`src/fepc_regs.svh`:
```
`ifndef FEPC_REGS_SVH
`define FEPC_REGS_SVH
// Register byte offsets.
`define FEPC_OFF_READY 12'h400
`define FEPC_OFF_CONFIG 12'h504
`define FEPC_OFF_ERASEPG 12'h508
`define FEPC_OFF_FULLERASE 12'h50c
`define FEPC_OFF_ALIASB 12'h510
`define FEPC_OFF_USERERASE 12'h514
`define FEPC_OFF_PARTADDR 12'h518
`define FEPC_OFF_PARTDUR 12'h51c
// Reset values.
`define FEPC_RST_READY 32'h00000001
`define FEPC_RST_MODE 2'h0
`define FEPC_RST_DUR 32'h0000000a
// Access mode encodings.
`define FEPC_MODE_READ 2'h0
`define FEPC_MODE_WRITE 2'h1
`define FEPC_MODE_ERASE 2'h2
// Times in their own units and clock rate in kHz.
`define FEPC_CLK_KHZ 50000
`define FEPC_WRITE_US 41
`define FEPC_PAGE_MS 85
`define FEPC_ALL_MS 169
// Cycle counts derived from the times; only the write count divides, and it comes out exact.
`define FEPC_WRITE_CYC ((`FEPC_WRITE_US * `FEPC_CLK_KHZ) / 1000)
`define FEPC_PAGE_CYC (`FEPC_PAGE_MS * `FEPC_CLK_KHZ)
`define FEPC_ALL_CYC (`FEPC_ALL_MS * `FEPC_CLK_KHZ)
`define FEPC_MS_CYC (`FEPC_CLK_KHZ)
// Page is 4 kB: address bits above this select the page.
`define FEPC_PAGE_LSB 12
`define FEPC_PAGE_BITS 20
`endif

```
`src/fepc_pkg.sv`:
```
package fepc_pkg;
	// Operation sequencer states.
	typedef enum logic [2:0] {
		FEPC_IDLE,
		FEPC_WRITE,
		FEPC_PAGE,
		FEPC_PARTIAL,
		FEPC_USER,
		FEPC_ALL
	} fepc_state_t;
endpackage

```
`src/fepc_flash_controller.sv`:
```
`timescale 1ns/100ps
`include "fepc_regs.svh"
//////////////////////////////////////////////////////////////////////////////
// Overview of operation
// RULE1: Partial erase only on code pages.
// RULE2: Partial address write in erase mode starts chunk.
// RULE3: Chunk length in milliseconds, resets to ten.
// RULE4: Page erased when accumulated time reaches full.
// RULE5: Completed erase leaves page all ones.
// RULE6: Code fetch stalls during partial erase.
// RULE7: Incomplete accumulated erase marks page undefined.
// RULE8: Ready reads zero while busy, resets one.
// RULE9: Two-bit mode: read, write, erase.
// RULE10: Software enables write or erase only when needed.
// RULE11: Page-erase address write erases page in erase mode.
// RULE12: Software gives only code-area page addresses.
// RULE13: Two alias registers behave as page erase.
// RULE14: Full erase on one, zero does nothing.
// RULE15: User area erase on one in erase mode.
// RULE16: Software toggles erase mode around each chunk.
// RULE17: Chunk length within 1.05 of configured.
// RULE18: Write 41us, page 85ms, all 169ms busy.
// RULE19: Software writes each word at most twice.
// RULE20: Programming only clears bits, whole words.
// RULE21: Processor stalled throughout word programming.
// RULE22: Ready busy for whole chunk, then ready.
module fepc_flash_controller
	import fepc_pkg::*;
#(
	parameter int unsigned MS_CYCLES = `FEPC_MS_CYC,
	parameter int unsigned WRITE_CYCLES = `FEPC_WRITE_CYC,
	parameter int unsigned PAGE_CYCLES = `FEPC_PAGE_CYC,
	parameter int unsigned ALL_CYCLES = `FEPC_ALL_CYC
) (
	input wire logic clk,
	input wire logic nrst,
	// AHB-Lite slave.
	input wire logic hsel,
	input wire logic [31:0] haddr,
	input wire logic [1:0] htrans,
	input wire logic hwrite,
	input wire logic [2:0] hsize,
	input wire logic [31:0] hwdata,
	input wire logic hready,
	output logic [31:0] hrdata,
	output logic hreadyout,
	output logic hresp,
	// Processor word program request into flash.
	input wire logic progReq,
	input wire logic [31:0] progAddr,
	input wire logic [31:0] progData,
	input wire logic fetchActive,
	// Flash array side.
	output logic flashProgStb,
	output logic [31:0] flashProgAddr,
	output logic [31:0] flashProgData,
	output logic flashEraseStb,
	output logic [`FEPC_PAGE_BITS-1:0] flashErasePage,
	output logic flashEraseUser,
	output logic flashEraseAll,
	output logic flashPageUndefined,
	output logic cpuStall
);
	//////////////////////////////////////////////////////////////////////////
	// All state in one packed struct.
	typedef struct packed {
		// Bus side: read data and the pending write's address.
		logic [31:0] hrdata;
		logic pendWr;
		logic [11:0] pendAddr;
		// Software visible registers.
		logic [1:0] mode;
		logic [31:0] durMs;
		logic [31:0] pageAddr;
		logic [31:0] partAddr;
		logic fullTrig;
		logic userTrig;
		// Sequencer state and its cycle and millisecond counters.
		fepc_state_t state;
		logic [31:0] cnt;
		logic [31:0] msLeft;
		// Erase time gathered so far on the last partially erased page.
		logic [31:0] accum;
		logic [`FEPC_PAGE_BITS-1:0] accPage;
		logic undef;
		// Flash array side outputs.
		logic progStb;
		logic [31:0] progAddr;
		logic [31:0] progData;
		logic eraseStb;
		logic [`FEPC_PAGE_BITS-1:0] erasePage;
		logic eraseUser;
		logic full_erase_trigger;
		// Processor stall.
		logic stall;
	} fepc_regs_t;

	fepc_regs_t r; // Registered state.
	fepc_regs_t next_r; // Next state.
	logic wrDo; // Register write lands this cycle.
	logic idle; // Sequencer has no operation running.

	//////////////////////////////////////////////////////////////////////////
	// Next-state logic.
	always_comb begin
		next_r = r;
		next_r.progStb = 1'b0;
		next_r.eraseStb = 1'b0;
		idle = (r.state == FEPC_IDLE);
		wrDo = r.pendWr;
		// The slave never waits, so the address phase is taken at once.
		next_r.pendWr = hsel && hready && htrans[1] && hwrite;
		if (hsel && hready && htrans[1]) begin
			next_r.pendAddr = haddr[11:0];
			// Read data is captured for the data phase; unmapped reads give zero.
			if (haddr[11:0] == `FEPC_OFF_READY) begin
				next_r.hrdata = {31'h0, idle}; // see RULE8
			end else if (haddr[11:0] == `FEPC_OFF_CONFIG) begin
				next_r.hrdata = {30'h0, r.mode};
			end else if (haddr[11:0] == `FEPC_OFF_ERASEPG || haddr[11:0] == `FEPC_OFF_ALIASB) begin
				next_r.hrdata = r.pageAddr;
			end else if (haddr[11:0] == `FEPC_OFF_FULLERASE) begin
				next_r.hrdata = {31'h0, r.fullTrig};
			end else if (haddr[11:0] == `FEPC_OFF_USERERASE) begin
				next_r.hrdata = {31'h0, r.userTrig};
			end else if (haddr[11:0] == `FEPC_OFF_PARTADDR) begin
				next_r.hrdata = r.partAddr;
			end else if (haddr[11:0] == `FEPC_OFF_PARTDUR) begin
				next_r.hrdata = r.durMs;
			end else begin
				next_r.hrdata = 32'h0;
			end
		end
		// Register writes in the data phase; triggers start only when idle.
		if (wrDo) begin
			if (r.pendAddr == `FEPC_OFF_CONFIG) begin
				next_r.mode = hwdata[1:0]; // see RULE9
			end else if (r.pendAddr == `FEPC_OFF_ERASEPG || r.pendAddr == `FEPC_OFF_ALIASB) begin
				next_r.pageAddr = hwdata; // see RULE13
				if (idle && r.mode == `FEPC_MODE_ERASE) begin
					next_r.state = FEPC_PAGE; // see RULE11
					next_r.cnt = PAGE_CYCLES;
					next_r.erasePage = hwdata[31:`FEPC_PAGE_LSB];
					next_r.eraseStb = 1'b1;
					if (r.accPage == hwdata[31:`FEPC_PAGE_LSB]) begin
						next_r.accum = 32'h0;
						next_r.undef = 1'b0;
					end
				end
			end else if (r.pendAddr == `FEPC_OFF_FULLERASE) begin
				next_r.fullTrig = hwdata[0];
				if (hwdata[0] && idle && r.mode == `FEPC_MODE_ERASE) begin
					next_r.state = FEPC_ALL; // see RULE14
					next_r.cnt = ALL_CYCLES;
					next_r.full_erase_trigger = 1'b1;
					next_r.eraseStb = 1'b1;
					next_r.accum = 32'h0;
					next_r.undef = 1'b0;
				end
			end else if (r.pendAddr == `FEPC_OFF_USERERASE) begin
				next_r.userTrig = hwdata[0];
				if (hwdata[0] && idle && r.mode == `FEPC_MODE_ERASE) begin
					next_r.state = FEPC_USER; // see RULE15
					next_r.cnt = PAGE_CYCLES;
					next_r.eraseUser = 1'b1;
					next_r.eraseStb = 1'b1;
				end
			end else if (r.pendAddr == `FEPC_OFF_PARTADDR) begin
				next_r.partAddr = hwdata;
				// Only code pages; the user area has no partial path at all.
				if (idle && r.mode == `FEPC_MODE_ERASE && r.durMs != 32'h0) begin
					next_r.state = FEPC_PARTIAL; // see RULE2, RULE1
					next_r.cnt = MS_CYCLES;
					next_r.msLeft = r.durMs; // see RULE3
					next_r.erasePage = hwdata[31:`FEPC_PAGE_LSB];
					next_r.eraseStb = 1'b1;
					if (r.accPage != hwdata[31:`FEPC_PAGE_LSB]) begin
						next_r.accPage = hwdata[31:`FEPC_PAGE_LSB];
						next_r.accum = 32'h0;
					end
					next_r.undef = 1'b1; // see RULE7
				end
			end else if (r.pendAddr == `FEPC_OFF_PARTDUR) begin
				next_r.durMs = hwdata;
			end
		end
		// Word programming request from the processor in write mode.
		if (progReq && idle && r.mode == `FEPC_MODE_WRITE && !(wrDo && next_r.state != FEPC_IDLE)) begin
			next_r.state = FEPC_WRITE;
			next_r.cnt = WRITE_CYCLES;
			next_r.progStb = 1'b1; // see RULE20
			next_r.progAddr = {progAddr[31:2], 2'h0};
			next_r.progData = progData;
		end
		// Running operation.
		case (r.state)
			FEPC_IDLE: begin
				// Nothing runs; new requests are taken above.
			end
			// One millisecond has passed each time the tick counter runs out.
			FEPC_PARTIAL: begin
				if (r.cnt == 32'h1) begin
					next_r.cnt = MS_CYCLES;
					next_r.msLeft = r.msLeft - 32'h1;
					next_r.accum = r.accum + 32'h1;
					if (r.accum + 32'h1 >= `FEPC_PAGE_MS) begin
						next_r.accum = 32'h0; // see RULE4
						next_r.undef = 1'b0; // see RULE5
					end
					if (r.msLeft == 32'h1) begin
						next_r.state = FEPC_IDLE; // see RULE22, RULE17
					end
				end else begin
					next_r.cnt = r.cnt - 32'h1;
				end
			end
			// Write, page, user area and full erase simply count their time down.
			default: begin
				if (r.cnt == 32'h1) begin
					next_r.state = FEPC_IDLE; // see RULE18
					next_r.eraseUser = 1'b0;
					next_r.full_erase_trigger = 1'b0;
				end else begin
					next_r.cnt = r.cnt - 32'h1;
				end
			end
		endcase
		// Stall for programming, and for code fetches during any erase.
		next_r.stall = (next_r.state == FEPC_WRITE) ||
			(next_r.state != FEPC_IDLE && fetchActive); // see RULE21, RULE6
	end

	//////////////////////////////////////////////////////////////////////////
	// State register.
	// Reset leaves the mode read only and the chunk duration at ten.
	always_ff @(posedge clk or negedge nrst) begin
		if (!nrst) begin
			r <= '0;
			r.mode <= `FEPC_RST_MODE;
			r.durMs <= `FEPC_RST_DUR;
			r.state <= FEPC_IDLE;
		end else begin
			r <= next_r;
		end
	end

	//////////////////////////////////////////////////////////////////////////
	// Outputs straight from flops, except the bus ready and response, which are tied off.
	assign hrdata = r.hrdata;
	// The slave never inserts wait states and always answers OKAY.
	assign hreadyout = 1'b1;
	assign hresp = 1'b0;
	assign flashProgStb = r.progStb;
	assign flashProgAddr = r.progAddr;
	assign flashProgData = r.progData;
	assign flashEraseStb = r.eraseStb;
	assign flashErasePage = r.erasePage;
	assign flashEraseUser = r.eraseUser;
	assign flashEraseAll = r.full_erase_trigger;
	assign flashPageUndefined = r.undef;
	assign cpuStall = r.stall;
endmodule

```
`config.mk`:
```
export PLATFORM = sky130hd
export DESIGN_NAME = fepc_flash_controller
export DESIGN_NICKNAME = d
export VERILOG_FILES = /design/src/fepc_pkg.sv /design/src/fepc_flash_controller.sv
export VERILOG_INCLUDE_DIRS = /design/src
export SDC_FILE = /design/constraint.sdc
export NUM_CORES = 1
export LEC_CHECK = 0
export ABC_AREA = 0
export BUFFER_PORTS_ARGS = -buffer_cell sky130_fd_sc_hd__buf_2
export CORE_AREA = 2 2 212 214
export DETAILED_ROUTE_END_ITERATION = 16
export DIE_AREA = 0 0 214 216
export PLACE_DENSITY = 0.65
export SETUP_SLACK_MARGIN = 0.15
export SYNTH_ARGS = -nofsm -noshare
export SYNTH_HDL_FRONTEND = slang
export SYNTH_SLANG_ARGS = --single-unit
```
`constraint.sdc`:
```
create_clock -name clk -period 3.3 [get_ports clk]
set_input_delay 0.495 -clock clk [delete_from_list [all_inputs] [get_ports clk]]
set_output_delay 0.495 -clock clk [all_outputs]
set_load 0.02 [all_outputs]
```
-- After elaboration in Yosys (flattened, before gate mapping)
Index checks and enable logic that the tools add are counted.
- output and inout port bits: 124
- logic and storage cells: 154
- input port bits: 140
- bits in registers: 352
- mux-type cells: 65
- equal/unequal tests: 26
- reduce and logical (&&, ||, !) cells: 31
- $lt $le $gt $ge: 1
- bitwise logic cells: 5
- add/subtract/negate cells: 3
- operators with widths (cell ; count):
    $mux 32 ; 17
    $mux 120 ; 4
    $mux 35 ; 7
    $eq 12x11->1 const B ; 15
    $mux 64 ; 2
    $mux 21 ; 5
    $mux 85 ; 1
    $pmux 35 s2 ; 1
    $mux 65 ; 1
    $eq 32x1->1 const B ; 2
    $sub 32x1->32 const B ; 2
    $mux 20 ; 3
    $mux 52 ; 1
    $mux 23 ; 2
    $add 32x1->32 const B ; 1
    $ge 32x7->1 const B ; 1
    $reduce_bool 32->1 ; 1
    $eq 20x20->1 ; 1
    $ne 20x20->1 ; 1
    $mux 1 ; 15
    $reduce_and 7->1 ; 2
    $logic_and 1x1->1 ; 12
    $mux 3 ; 3
    $reduce_and 8->1 ; 1
    19 further kinds ; 30

-- Longest topological paths before layout
Gate-level depths: netlist (run 1).
- depth after elaboration: 21
- mapped depth: 12
- gate-level depth less buffers: 10

-- Worst setup path before layout (run 1)
Ideal clock, no wire load.
- kind: reg2reg
- start: reg r[110] in the netlist's numbering
- end: reg r[110] in the netlist's numbering
- slack: 483 ps
- buffers on the path: 3
- stages on the path, launching flop included: 13
- clock period less this slack: 2817 ps
- library setup time: 77 ps
- arrival time: 2740 ps
- path through: dfrtp_1 -> ha_1 -> clkbuf_1 -> and4_1 -> and3_1 -> clkbuf_1 -> or4_1 -> a2111oi_0 -> and4_1 -> and4_1 -> buf_2 -> nand3_1 -> o21ai_1
- RTL lines (item ; RTL line ; RTL):
    from (decl) ; fepc_flash_controller.sv:98 ; fepc_regs_t r;
    from (signal assigned) ; fepc_flash_controller.sv:243 ; r <= next_r;

==> results of run 1 <==
==> worst reg2reg max path: stages (launching register included) <==
cell,delay (ps)
dfrtp_1,460
nor4_4,440
nand4_2,160
or4_1,650
or2_4,320
a21oi_2,380
a21oi_1,140
a211oi_1,280
==> flip-flops by register name (all words and copies together), names as in the netlist <==
| signal | count |
|---|---|
| flashEraseUser | 1 |
| flashEraseStb | 1 |
| flashErasePage | 20 |
| flashProgStb | 1 |
| flashEraseAll | 1 |
| flashPageUndefined | 1 |
| cpuStall | 1 |
| hrdata | 32 |
| wrDo | 1 |
| flashProgAddr | 30 |
| r | 231 |
| flashProgData | 32 |
==> what timing repair did <==
action	4_1_cts	5_1_grt
hold buffers	1	0
gates resized for setup	0	7
hold endpoints to repair	5	0
setup endpoints to repair	0	10
==> power by group <==
group	internal, W	switching, W
Combinational	0.000144	0.000230
Sequential	0.00437	0.0000512
Clock	0.00279	0.00185
Total	0.00730	0.00213
==> cells by family after synthesis <==
| family | count (synthesis) | synth area share, % |
|---|---|---|
| flip-flops | 352 | 50.74 |
| buffers and inverters | 237 | 7.818 |
| AND/OR/NAND/NOR | 690 | 18.95 |
| multiplexers | 137 | 8.862 |
| AO/OA/AOI/OAI | 303 | 11.49 |
| other | 2 | 0.04325 |
| XOR/XNOR | 33 | 1.664 |
| adder cells (fa/ha/maj) | 6 | 0.4323 |
==> Yosys cell counts, types with 13 or more instances <==
library cell / count
nor4_1: 24
dfrtp_1: 350
xor2_1: 15
a222oi_1: 30
a21oi_1: 54
mux2_2: 134
nor3_1: 45
nand4_1: 21
buf_2: 14
o21ai_0: 106
a211oi_1: 13
nand2_1: 342
clkbuf_1: 74
and2_1: 31
or3_1: 16
inv_1: 25
buf_4: 118
xnor2_1: 18
nor2_1: 98
nand3_1: 28
==> worst max path at each step <==
stage | from | end | slack (ps) | cells after the start
after floorplan | r[110] | r[110] | 480 | 12
after global placement | r[110] | r[110] | 340 | 9
after detailed placement | r[110] | r[110] | 270 | 9
after CTS | r[110] | r[110] | 260 | 9
after global routing | r[121] | r[111] | 150 | 8
final | r[183] | r[146] | 360 | 7
==> metal layers <==
layer  vias up  GRT usage [%]  wire length [um]
met2       328          33.32             22350
li1       6306              -                 -
met4         2          5.897              1068
met3        71          3.171              2050
met5         -              0                16
met1      6634          24.11             18740
==> area by class of cell <==
class                           count  share of cell area, %
Timing Repair Buffer              284                  8.097
Sequential cell                   352                  44.27
Clock buffer                       53                  5.576
Clock inverter                     21                  1.358
Tap cell                          592                  3.721
Inverter                           26                 0.4903
Multi-Input combinational cell   1173                  36.48
Antenna cell                        1                0.01257
==> metrics by stage <==
| step | setup WS (ps) | instance area, um2 |
|---|---|---|
| 3_5_place_dp | 268.2 | 18490 |
| 3_3_place_gp | 340.1 | 18490 |
| 6_report | 364.3 | 19900 |
| 2_1_floorplan | 483.4 | 17370 |
| 4_1_cts | 255.1 | 19880 |
| 5_1_grt | 146.3 | 19900 |
==> flow_metrics.tcl, run 1 <==
set metrics [dict create \
    outcome "finished clean" \
    die_y_um 216 \
    fin_hold_ws_ps 122.7 \
    fp.dieW_um 214 \
    timing.fmax_mhz 340.6 \
    most-common-layout-cells "dfrtp_1 (350), nand2_1 (342), buf_2 (232), mux2_2 (134), o21ai_0 (106)" \
    yosys_most_used_dff "dfrtp_1" \
    cts-buffers-inserted 40 \
    hold_viol 0 \
    die_area_um2 46220 \
    yosys-top-cells-area "dfrtp_1 (50%), mux2_2 (8.7%), nand2_1 (7.4%), buf_4 (5.1%), o21ai_0 (3.1%)" \
    clockRootBuffer "clkbuf_16" \
    grt_overflow_total 0 \
    cpPeakStageDelay_ps 650 \
    dp_cells 2426 \
    crit_fanout 8 \
    avgSynthCellArea_um2 9.867 \
    ys_seq_elements 352 \
    hp-start "progData[10]" \
    syn_inst 1760 \
    ant_nets 0 \
    slowest_stage "or4_1" \
    fp.coreArea_um2 43840 \
    core.rowCount 77 \
    drtIter0Drc 852 \
    synth-edff-count 0 \
    min_period_ps 2936 \
    firstDrtPassIters 6 \
    grt_pass1_wl_um 71940 \
    postLayoutCoreUtil_pct 45.41 \
    wl_per_cell_um 17.68 \
    wl_um 44230 \
    cts.sinks 352 \
    crit_type "reg2reg" \
    start_util_pct 39.61 \
    htreeDepth 2 \
    insertion_delay_ps 570 \
    synth_top_cell_by_area "dfrtp_1" \
    min_to "flashProgData[10]" \
    synth_area_um2 17370 \
    drc_errors 0 \
    worstPathRequired_ps 3750 \
    r2r-start "r[183]" \
    cp_top_family "simple AND/OR/NAND/NOR gates" \
    r2r-end "r[146]" \
    cts_tree "done" \
    synth_seq_area_share_pct 50.74 \
    dr_total_vias 13340 \
    total_power_w 0.009428 \
    synthDominantCellAreaShare_pct 50.44 \
    powerDensity_nw_per_um2 473.7 \
    tightestPinTransition_ps 893.3 \
    place_hpwl_um 30130 \
    antenna_found_initial 2 \
    grt_max_degree 96 \
    ir_drop_uv 317.3 \
    hold_class "in2reg" \
    maxSlewHeadroom_pct 40.23 \
    cts_setup_buffers 0 \
    rsz0062_at_grt "no" \
    place_congestion 0.8624 \
    maxCapViolCount 0 \
    path_cells "nor4_4 > nand4_2 > or4_1 > or2_4 > a21oi_2 > a21oi_1 > a211oi_1" \
    grt_pass1_vias 13380 \
    vias_per_cell 5.332 \
    period_share_pct 88.96 \
    path_buf_inv 0 \
    final_cells 2502 \
    area_delta_synth_final_pct 14.62 \
    synth_async_sr_flop_share_pct 100.0 \
    slew_violations 0 \
    critPathLaunchType "register" \
    yosys_warnings 0 \
    hold_depth 3 \
    yosysUniqueCellTypes 84 \
    clkSlewWorstSetupHoldPaths_ps 60 \
    arrival_ps 3390 \
    grt_usage_pct 19.05 \
    nFillCells 4118 \
    final_nets 2023 \
    p_leak_nw 9.575 \
    setup_violations 0 \
    r2r_setup_slack_ps 360 \
    multi_input_area_um2 7261 \
    ctsLongestPathBuffers 3 \
    end_kind "register" \
    layout_commonest_cell "dfrtp_1" \
    drive_gt1_share_pct 28.03 \
    reg2regPathDepth 7 \
    seq_area_um2 8811 \
    skew_ps 19.06 \
    tns_ps 0 \
    pin_count 264 \
    io_buffers 233 \
]
(Power assumes the default switching activity.)
==> inputs of run 2 (changes only) <==
Settings changed: ABC_AREA 0 to unset, PLACE_DENSITY 0.65 to 0.67.
Clock period 3.3 ns to 2.7 ns, I/O delays scaled along.
==> run 2 against run 1 <==
Effect of this change:
- non-clock buffer count is 102 higher
- via count grew 3.8%
- hold slack worse by 86 ps
- total power increased by 22%
- highest routed layer unchanged
- core utilization increased by 3.4 points
- cell count rose by 4.0%
- global-route usage up 0.36 points
- critical path type unchanged
==> flow_metrics.tcl, run 2 (same netlist as run 1, synthesis figures left out) <==
set metrics [dict create \
    r2r_setup_slack_ps 90 \
    wl_per_cell_um 17.67 \
    antenna_found_initial 1 \
    pwr-share-clk_pct 48.5 \
    end_kind "register" \
    min_period_ps 2612 \
    grt_usage_pct 19.40 \
    slew_violations 0 \
    arrival_ps 3090 \
    num_antenna_cells 0 \
    ctsLongestPathBuffers 3 \
    crit_fanout 5 \
    place_congestion 0.8574 \
    htreeDepth 2 \
    wl_um 46000 \
    p_int_w 0.008800 \
    final_cells 2603 \
    outcome "finished clean" \
    crit_end "r[168]" \
    die_area_um2 46220 \
    maxCapViolCount 0 \
    timing.fmax_mhz 382.9 \
    crit_type "reg2reg" \
    r2r-start "r[142]" \
    ir_drop_uv 390.3 \
    core.rowCount 77 \
    crit_start "r[142]" \
    pwr-share-comb_pct 4.4 \
    area_delta_synth_final_pct 23.16 \
    hold_viol 0 \
    grt_pass1_vias 13560 \
    skew_ps 25.84 \
    grt_pass1_wl_um 73010 \
    most-common-layout-cells "dfrtp_1 (347), nand2_1 (339), buf_2 (232), mux2_2 (134), buf_4 (121)" \
    clockRootBuffer "clkbuf_16" \
    cts-buffers-inserted 40 \
    seq_power_share_pct 47.0 \
    drive_gt1_share_pct 36.15 \
    p_leak_nw 10.26 \
    fp.dieW_um 214 \
    nFillCells 3999 \
    firstDrtPassIters 9 \
    p_sw_share_pct 23.25 \
    layout_commonest_cell "dfrtp_1" \
    cts.sinks 352 \
    grt_max_degree 90 \
    cts_tree "done" \
    drtIter0Drc 882 \
    drc_errors 0 \
    start_util_pct 39.61 \
    ant_nets 0 \
    fp.coreArea_um2 43840 \
    reg2regPathDepth 10 \
    rsz0062_at_grt "yes" \
    r2r-end "r[168]" \
    io_buffers 233 \
    clkSlewWorstSetupHoldPaths_ps 60 \
    dp_cells 2498 \
    insertion_delay_ps 570 \
    stdcell_area_um2 21390 \
    critPathLaunchType "register" \
    setup_violations 0 \
    hold_class "in2reg" \
    powerDensity_nw_per_um2 536.1 \
    p_switching_w 0.002667 \
    die_y_um 216 \
    placed_area_um2 19270 \
    vias_per_cell 5.319 \
    maxSlewHeadroom_pct 47.09 \
    tightestPinTransition_ps 793.7 \
    final_nets 2125 \
    worstPathRequired_ps 3170 \
    largest_register_ffs 231 \
    pin_count 264 \
    period_share_pct 96.74 \
    top_register "r" \
    dr_total_vias 13850 \
    grt_overflow_total 0 \
    place_hpwl_um 31570 \
]
[run 2: cell count changes in the layout (fill, tap and decap cells not counted), sizes merged]
cell and delta:
buf +102, bufinv -2, clkbuf -2, inv +2, clkinv +1, clkinvlp +1
diode -1
[run 2: metal layers]
metal  share of wire (%)  vias up  track usage, %
li1                    -     6513               -
met1                  42     6894           24.37
met2                  51      355           33.42
met3                 4.9       82           3.622
met4                 2.9        2           6.993
met5               0.015        -               0
[run 2: worst max-delay path, cell delays in order, from the launching register on]
cell and delay (ps):
dfrtp_1 420, inv_2 110, ha_4 140, or3b_4 390, or4_4 430, nor2_2 90
nand2_1 90, or2_4 310, o31ai_4 210, a21oi_1 100, a211oi_1 220
[run 2: power groups by stage]
stage | clock network, W | logic [W] | registers, W
after floorplan | 0 | 0.000200 | 0.00547
after global placement | 0 | 0.000495 | 0.00548
after detailed placement | 0 | 0.000510 | 0.00548
after CTS | 0.00572 | 0.000516 | 0.00539
after global routing | 0.00595 | 0.000569 | 0.00540
final | 0.00556 | 0.000508 | 0.00539
[run 2: layout make-up]
class	count	area, um2	area share, %
inverter	26	97.59	0.4563
timing repair buffer	386	2623	12.26
clock inverter	23	254.0	1.188
sequential	352	8815	41.21
tap	592	740.7	3.463
clock buffer	51	1112	5.201
multi-input combinational	1173	7746	36.22
[run 2: how the worst min path moves through the flow]
stage	startpoint	endpoint	slack, ps	depth (start not counted)
final	progData[7]	flashProgData[7]	40	3
after global routing	progData[9]	flashProgData[9]	30	3
after CTS	progData[7]	flashProgData[7]	10	3
after floorplan	nrst	cpuStall	110	0
after detailed placement	flashProgAddr[6]	flashProgAddr[6]	460	2
after global placement	flashProgData[13]	flashProgData[13]	450	2
[run 2: repair_timing]
action	in CTS	in global routing
gates cloned	0	1
gates resized for setup	26	109
pin swaps	11	73
endpoints found under the setup margin	79	113
hold buffers	1	0
setup buffers	8	21
hold endpoints to repair	76	0
[run 2: through the flow]
| stage | setup slack (ps) | hold slack, ps | setup TNS, ps | utilization (%) | power, W |
|---|---|---|---|---|---|
| 2_1_floorplan | -52.09 | 109.4 | -199.7 | - | 0.005671 |
| 3_3_place_gp | 52.96 | 452.0 | 0 | 43.96 | 0.005971 |
| 3_5_place_dp | -48.93 | 456.3 | -54.90 | 43.96 | 0.005990 |
| 4_1_cts | 145.2 | 12.83 | 0 | 47.50 | 0.01163 |
| 5_1_grt | 30.48 | 27.10 | 0 | 48.79 | 0.01191 |
| 6_report | 88.03 | 36.95 | 0 | 48.79 | 0.01147 |
